--- config.mk ---
export PLATFORM = sky130hd
export DESIGN_NAME = drive_comm_regs
export DESIGN_NICKNAME = d
export VERILOG_FILES = /design/src/rtl/cmd_edge_detect.v /design/src/rtl/status_word_pack.v /design/src/rtl/drive_comm_regs.v
export VERILOG_INCLUDE_DIRS = /design/src /design/src/rtl
export SDC_FILE = /design/constraint.sdc
export NUM_CORES = 1
export LEC_CHECK = 0
export ABC_CLOCK_PERIOD_IN_PS = 1900
export BUFFER_PORTS_ARGS = -buffer_cell sky130_fd_sc_hd__buf_4
export CORE_UTILIZATION = 29
export DETAILED_ROUTE_END_ITERATION = 10
export GPL_ROUTABILITY_DRIVEN = 0
export SETUP_SLACK_MARGIN = 0.1
export SKIP_CTS_REPAIR_TIMING = 1
export SYNTH_ARGS = -nofsm -noshare
export SYNTH_HDL_FRONTEND = slang
export SYNTH_SLANG_ARGS = --single-unit
--- constraint.sdc ---
create_clock -name CORE_CLK -period 1.9 [get_ports CORE_CLK]
set_clock_uncertainty 0.1 [all_clocks]
set_input_delay 0.285 -clock CORE_CLK [delete_from_list [all_inputs] [get_ports CORE_CLK]]
set_output_delay 0.285 -clock CORE_CLK [all_outputs]
set_load 0.03 [all_outputs]
--- src/rtl/drive_comm_defs.vh ---
// Register offsets, field positions and reset values of the drive communication map.
// Contract
// - Trip word bits 0-6: overcurrent, overvoltage, external A, base block, low volt, no motor, ground.
// - Trip word bit 7 overheat, bit 8 motor thermal, bit 9 overload trip.
// - Trip word bit 10 hardware diagnostic fault, bit 11 broken pipe.
// - Trip bit 12 second overcurrent, 13 level limit, 14 phase open, 15 drive overload.
// - Status bit 10 local mode, bit 11 forward command, bit 12 reverse command.
// - Status bit 13 remote run/stop source, bit 14 remote frequency source.
// - Input status mirrors eight inputs in bits 0-7; bits 8-15 reserved zero.
// - Output status mirrors four aux outputs bits 0-3, bits 4-6 zero, relay bit 7.
// - Command bit 0 rising from 0 to 1 issues a stop.
// - Command bit 1 rising starts forward run, bit 2 rising starts reverse run.
// - Command bit 3 rising clears the latched fault.
// - Command bit 4 rising issues emergency stop; bit 5 is unused.
// - Command bits 6-7 read the run source: terminal, keypad, option, serial.
// - Writes are accepted only after write-enable location was set to 1; the write-enable location itself accepts writes at any time.
`ifndef DRIVE_COMM_DEFS_VH
`define DRIVE_COMM_DEFS_VH
`define ADDR_WRITE_EN      8'h04
`define ADDR_RUN_CMD       8'h06
`define ADDR_OP_STATUS     8'h0e
`define ADDR_TRIP_FLAGS    8'h0f
`define ADDR_INPUT_PINS    8'h10
`define ADDR_OUTPUT_PINS   8'h11
`define ADDR_VOLT_ONE      8'h12
`define ADDR_VOLT_TWO      8'h13
`define ADDR_CURR_IN       8'h14
`define ADDR_RPM           8'h15
`define ADDR_UNIT_SEL      8'h1a
`define ADDR_POLES         8'h1b
`define ADDR_CUSTOM_VER    8'h1c
`define ADDR_PID_SET       8'h1d
`define ADDR_PID_FB        8'h1e
`define CMD_STOP_BIT       0
`define CMD_FWD_BIT        1
`define CMD_REV_BIT        2
`define CMD_RESET_BIT      3
`define CMD_ESTOP_BIT      4
`define CMD_SRC_LSB        6
`define CMD_WRITE_MASK     16'h001f
`define STAT_LOCAL_BIT     10
`define STAT_REM_RS_BIT    13
`define STAT_REMOTE_FREQUENCY_FLAG_BIT  14
`define SRC_SERIAL         2'h3
`define SRC_OPTION         2'h2
`define RESET_ZERO16       16'h0000
`endif

--- src/rtl/cmd_edge_detect.v ---
// Rising-edge detector for the writable command bits.
`timescale 1ns/1ps
module cmd_edge_detect #(
    parameter WIDTH = 5
) (
    input  wire             clk,
    input  wire             rst,
    input  wire             ce,
    input  wire [WIDTH-1:0] level,
    output wire [WIDTH-1:0] rise
);
    reg [WIDTH-1:0] prev_ff;
    // Remembers the last command value so only a 0 to 1 change fires.
    always @(posedge clk) begin
        if (rst) begin
            prev_ff <= {WIDTH{1'b0}};
        end else if (ce) begin
            prev_ff <= level;
        end
    end
    genvar g;
    generate
        for (g = 0; g < WIDTH; g = g + 1) begin : g_edge
            assign rise[g] = level[g] & ~prev_ff[g];
        end
    endgenerate
endmodule

--- src/rtl/status_word_pack.v ---
// Packs live drive signals into the status, terminal and trip words.
`timescale 1ns/1ps
`include "drive_comm_defs.vh"
module status_word_pack (
    input  wire [9:0]  op_low,
    input  wire        local_mode,
    input  wire        fwd_active,
    input  wire        rev_active,
    input  wire [1:0]  run_src,
    input  wire        freq_remote,
    input  wire [15:0] trip_in,
    input  wire [7:0]  mf_inputs,
    input  wire [3:0]  aux_outputs,
    input  wire        fault_relay,
    output wire [15:0] op_word,
    output wire [15:0] trip_word,
    output wire [15:0] in_word,
    output wire [15:0] out_word
);
    // Run/stop is remote when it comes from the option card or the serial link.
    wire rem_rs = (run_src == `SRC_SERIAL) | (run_src == `SRC_OPTION);
    assign op_word = {1'b0, freq_remote, rem_rs, rev_active, fwd_active, local_mode,
                      op_low};
    // Trip causes arrive already in the documented bit order.
    assign trip_word = trip_in;
    assign in_word = {8'h00, mf_inputs};
    assign out_word = {8'h00, fault_relay, 3'h0, aux_outputs};
endmodule

--- src/rtl/drive_comm_regs.v ---
// Communication register map of the drive: status readback and command word.
`timescale 1ns/1ps
`include "drive_comm_defs.vh"
module drive_comm_regs (
    input  wire        CORE_CLK,
    input  wire        SRST,
    input  wire        CE,
    input  wire        WR_STB,
    input  wire        RD_STB,
    input  wire [7:0]  ADDR,
    input  wire [15:0] WDATA,
    input  wire [9:0]  OP_STATUS_LOW,
    input  wire        LOCAL_MODE,
    input  wire        FWD_ACTIVE,
    input  wire        REV_ACTIVE,
    input  wire [1:0]  RUN_SOURCE,
    input  wire        FREQ_REMOTE,
    input  wire [15:0] TRIP_CAUSES,
    input  wire [7:0]  MF_INPUTS,
    input  wire [3:0]  AUX_OUTPUTS,
    input  wire        FAULT_RELAY,
    input  wire [15:0] VOLT_ONE_RAW,
    input  wire [15:0] VOLT_TWO_RAW,
    input  wire [15:0] CURR_IN_RAW,
    input  wire [15:0] MOTOR_RPM,
    input  wire [15:0] UNIT_SELECT,
    input  wire [15:0] POLE_COUNT,
    input  wire [15:0] CUSTOM_VERSION,
    input  wire [15:0] PID_SETPOINT,
    input  wire [15:0] PID_FEEDBACK,
    output reg  [15:0] RDATA,
    output reg         RVALID,
    output reg         STOP_PULSE,
    output reg         FWD_RUN_PULSE,
    output reg         REV_RUN_PULSE,
    output reg         FAULT_RESET_PULSE,
    output reg         ESTOP_PULSE,
    output reg         WRITE_ENABLED
);
    reg  [4:0]  cmd_ff;
    reg  [4:0]  nxt_cmd;
    reg         wen_ff;
    reg  [15:0] nxt_rdata;
    wire [4:0]  cmd_rise;
    wire [15:0] op_word;
    wire [15:0] trip_word;
    wire [15:0] in_word;
    wire [15:0] out_word;
    wire        wr_ok;
    wire [15:0] cmd_wdata;

    status_word_pack u_pack (
        .op_low      (OP_STATUS_LOW),
        .local_mode  (LOCAL_MODE),
        .fwd_active  (FWD_ACTIVE),
        .rev_active  (REV_ACTIVE),
        .run_src     (RUN_SOURCE),
        .freq_remote (FREQ_REMOTE),
        .trip_in     (TRIP_CAUSES),
        .mf_inputs   (MF_INPUTS),
        .aux_outputs (AUX_OUTPUTS),
        .fault_relay (FAULT_RELAY),
        .op_word     (op_word),
        .trip_word   (trip_word),
        .in_word     (in_word),
        .out_word    (out_word)
    );

    cmd_edge_detect #(.WIDTH(5)) u_edge (
        .clk   (CORE_CLK),
        .rst   (SRST),
        .ce    (CE),
        .level (cmd_ff),
        .rise  (cmd_rise)
    );

    // A write lands only once the master has armed the write-enable location.
    assign wr_ok = WR_STB & wen_ff;

    // Only the five action bits are writable; the source field is never stored.
    assign cmd_wdata = WDATA & `CMD_WRITE_MASK;
    always @* begin
        nxt_cmd = cmd_ff;
        if (wr_ok && ADDR == `ADDR_RUN_CMD) begin
            nxt_cmd = cmd_wdata[4:0];
        end
    end

    // Read multiplexer; unmapped addresses read zero, read-only write targets simply read their sources.
    always @* begin
        case (ADDR)
            `ADDR_WRITE_EN:    nxt_rdata = {15'h0000, wen_ff};
            `ADDR_RUN_CMD:     nxt_rdata = {8'h00, RUN_SOURCE, 1'b0, cmd_ff};
            `ADDR_OP_STATUS:   nxt_rdata = op_word;
            `ADDR_TRIP_FLAGS:  nxt_rdata = trip_word;
            `ADDR_INPUT_PINS:  nxt_rdata = in_word;
            `ADDR_OUTPUT_PINS: nxt_rdata = out_word;
            `ADDR_VOLT_ONE:    nxt_rdata = VOLT_ONE_RAW;
            `ADDR_VOLT_TWO:    nxt_rdata = VOLT_TWO_RAW;
            `ADDR_CURR_IN:     nxt_rdata = CURR_IN_RAW;
            `ADDR_RPM:         nxt_rdata = MOTOR_RPM;
            `ADDR_UNIT_SEL:    nxt_rdata = UNIT_SELECT;
            `ADDR_POLES:       nxt_rdata = POLE_COUNT;
            `ADDR_CUSTOM_VER:  nxt_rdata = CUSTOM_VERSION;
            `ADDR_PID_SET:     nxt_rdata = PID_SETPOINT;
            `ADDR_PID_FB:      nxt_rdata = PID_FEEDBACK;
            default:           nxt_rdata = `RESET_ZERO16;
        endcase
    end

    // Register state, read answer and one-cycle command pulses.
    always @(posedge CORE_CLK) begin
        if (SRST) begin
            cmd_ff            <= 5'h00;
            wen_ff            <= 1'b0;
            RDATA             <= `RESET_ZERO16;
            RVALID            <= 1'b0;
            STOP_PULSE        <= 1'b0;
            FWD_RUN_PULSE     <= 1'b0;
            REV_RUN_PULSE     <= 1'b0;
            FAULT_RESET_PULSE <= 1'b0;
            ESTOP_PULSE       <= 1'b0;
            WRITE_ENABLED     <= 1'b0;
        end else if (CE) begin
            cmd_ff <= nxt_cmd;
            // Writing 1 arms writes; writing 0 disarms. This location is always writable.
            if (WR_STB && ADDR == `ADDR_WRITE_EN) begin
                wen_ff <= WDATA[0];
            end
            WRITE_ENABLED     <= wen_ff;
            RVALID            <= RD_STB;
            if (RD_STB) begin
                RDATA <= nxt_rdata;
            end
            STOP_PULSE        <= cmd_rise[`CMD_STOP_BIT];
            FWD_RUN_PULSE     <= cmd_rise[`CMD_FWD_BIT];
            REV_RUN_PULSE     <= cmd_rise[`CMD_REV_BIT];
            FAULT_RESET_PULSE <= cmd_rise[`CMD_RESET_BIT];
            ESTOP_PULSE       <= cmd_rise[`CMD_ESTOP_BIT];
        end
    end
endmodule

==> impl_metrics.ini <==
[pwr]
power_density_mw_per_mm2 = 406
irDropWorstVdd_mv = 0.422
finalPower_mw = 2.32
pwr-share-seq = 0.307
comb_power_share = 0.331
p_sw_frac = 0.269
p_sw_mw = 0.625
p_int_mw = 1.70
pwr-share-clk = 0.361
leakage_nw = 2.60

[critical_path]
ff2ff_path_depth = 3
path_max_fanout = 7
cp-start-kind = input port
cp-end-kind = flip-flop
r2r_slack_ps = 650
r2r-end = RDATA[3]
arrival_ps = 1880
critical_path_class = in2reg
required_ps = 2020
timing.rr.start = cmd_ff[3]

[synthesis]
synthArstFlopShare = 0
synth_area_mm2 = 0.00312
mappedNetlistNets = 596
synth.area.top_cells = dfxtp_1, mux2i_1, mux2_2
yosysTopAreaCellShare = 0.218
synth_top_area_cell = dfxtp_1
synth.distinct_cells = 62
ys_top_cells_by_count = mux2i_1, dfxtp_1, nand2_1
synth_seq_cells = 34
syn-instance-count = 378
synth.avg_cell_area_um2 = 8.27
synth_edf_count = 0
yosys_warnings = 0
yosysMostFrequentCell = mux2i_1
ys_seq_area_frac = 0.218
synthFlopType = dfxtp_1

[route]
drtIter0Drc = 265
dr.pass1.iters = 5
wl_per_cell_um = 19.8
routed_wl_um = 15800
ant_nets = 0
num_vias = 4342
drt_drc_violations_left = 0
viasPerCell = 5.45

[clocking]
clk_path_buf_depth = 2
clkLatencyLatePin_ps = 290
cts_sinks = 34
path_clk_slew_ps = 80
clockRootBuffer = clkbuf_8
cts_max_level = 2
cts_tree = built
cts_buffers = 5

[flow_run]
drv_cap = 0

[timing]
clock.fmax_ghz = 0.565
post-route-period-util = 0.931
rsz0062_at_grt = true
setup-tns-final_ps = 0
setup_violations = 0
worstMarginPinSlew_ps = 439
maxSlewViolCount = 0
setup_ws_ps = 131
min_period_ps = 1770
slew_headroom = 0.706
finalHoldViolations = 0

[cells_and_area]
layout.nets = 877
diodes = 0
design_area_mm2 = 0.00572
syn2layout_area_growth_pct = 83.2
layout-drive-gt1-share = 0.547

[die]
rows = 37
die_h_um = 106
core_mm2 = 0.0104
die_w_um = 106
num_io_pins = 241
die-area_mm2 = 0.0112
start_util = 0.301

[placed_design]
hpwl_um = 12800
port_buffers = 229
dpl_cell_area_mm2 = 0.00547
dp_slack_ps = -344

[hold_path]
hp-class = in2reg
min-delay-start = WDATA[2]
hold_path_depth = 3
holdPathEnd = cmd_ff[2]

[grt]
grt_pass1_vias = 4308
overflow = 0
grt_usage = 0.271
grt_first_pass_wirelength_um = 23400
antenna_found_initial = 0
grt_start_max_net_pins = 23

[status]
outcome = finished, final reports clean
==> cell type report <==
cell class              instances  area, µm²
fillers                      1008       4650
multi-input cells             308       2390
repair buffers                306       2330
flip-flops and latches         34        681
well taps                     136        170
clock buffers                   5       68.8
clock inverters                 3       68.8
inverters                       4       15.0
==> cells by family (layout without fill, tap and decap cells) <==
kind of cell	count (synthesis)	after routing	share of synthesized area
muxes	66	66	0.232
DFF	34	34	0.218
AOI/OAI and AO/OA	116	116	0.286
and+or+nand+nor	126	126	0.212
buffers and inverters	36	318	0.0521
==> layer usage <==
layer  vias up  GRT usage  wire (µm)
met4         0     0.0546        251
met1      2050      0.331       6280
met5         -          0          0
met2       218      0.489       7860
met3        23     0.0538       1380
li1       2051          -          -
==> sequential cells by signal, indices dropped and copies added (netlist names) <==
register           count
REV_RUN_PULSE          1
RVALID                 1
FWD_RUN_PULSE          1
u_edge.prev_ff         5
wen_ff                 1
RDATA                 16
FAULT_RESET_PULSE      1
WRITE_ENABLED          1
ESTOP_PULSE            1
STOP_PULSE             1
cmd_ff                 5
==> power by group through the flow <==
stage               Combinational [mW]  Sequential [mW]  Clock [mW]
finish                           0.769            0.714       0.839
CTS                              0.750            0.714       0.851
global placement                 0.743            0.731           0
global route                     0.813            0.714       0.891
floorplan                        0.255            0.734           0
detailed placement               0.748            0.731           0
==> layout by cell type, fill, tap and decap left out, types with 4 or more instances in the layout <==
master     instances
nand3_1           15
a22o_1            10
a221oi_1           5
mux2_2            22
nor2b_1            5
a21oi_1           11
mux2i_1           41
o2bb2ai_1          8
buf_4            302
nand2_1           33
clkbuf_8           5
a32oi_1           18
dfxtp_1           34
o21ai_0            8
nand2b_1           9
inv_1              4
nand3b_1           8
and3_1             4
nor2_1            23
a22oi_1           15
==> worst max-delay path, stage by stage <==
cell      delay, ps
buf_4           130
or4b_4          570
or3_4           490
o21ai_2         140
a211oi_1         70
a221oi_2        200
==> stage by stage <==
step	util	hold WS (ps)	std cells
finish	0.552	138	796
global route	0.552	138	796
CTS	0.541	128	795
detailed placement	0.528	356	787
global placement	0.528	352	787
floorplan	-	328	378
==> worst max-delay path by stage <==
stage | cells past startpoint | from | slack (ps) | endpoint
6_report | 6 | ADDR[5] | 130 | RDATA[7]
5_1_grt | 7 | ADDR[5] | 90 | RDATA[3]
4_1_cts | 8 | ADDR[5] | -40 | RDATA[0]
3_5_place_dp | 6 | ADDR[5] | -340 | RDATA[7]
3_3_place_gp | 6 | ADDR[5] | -300 | RDATA[7]
2_1_floorplan | 8 | ADDR[4] | -100 | RDATA[7]
Power figures use the tool's default switching activity.
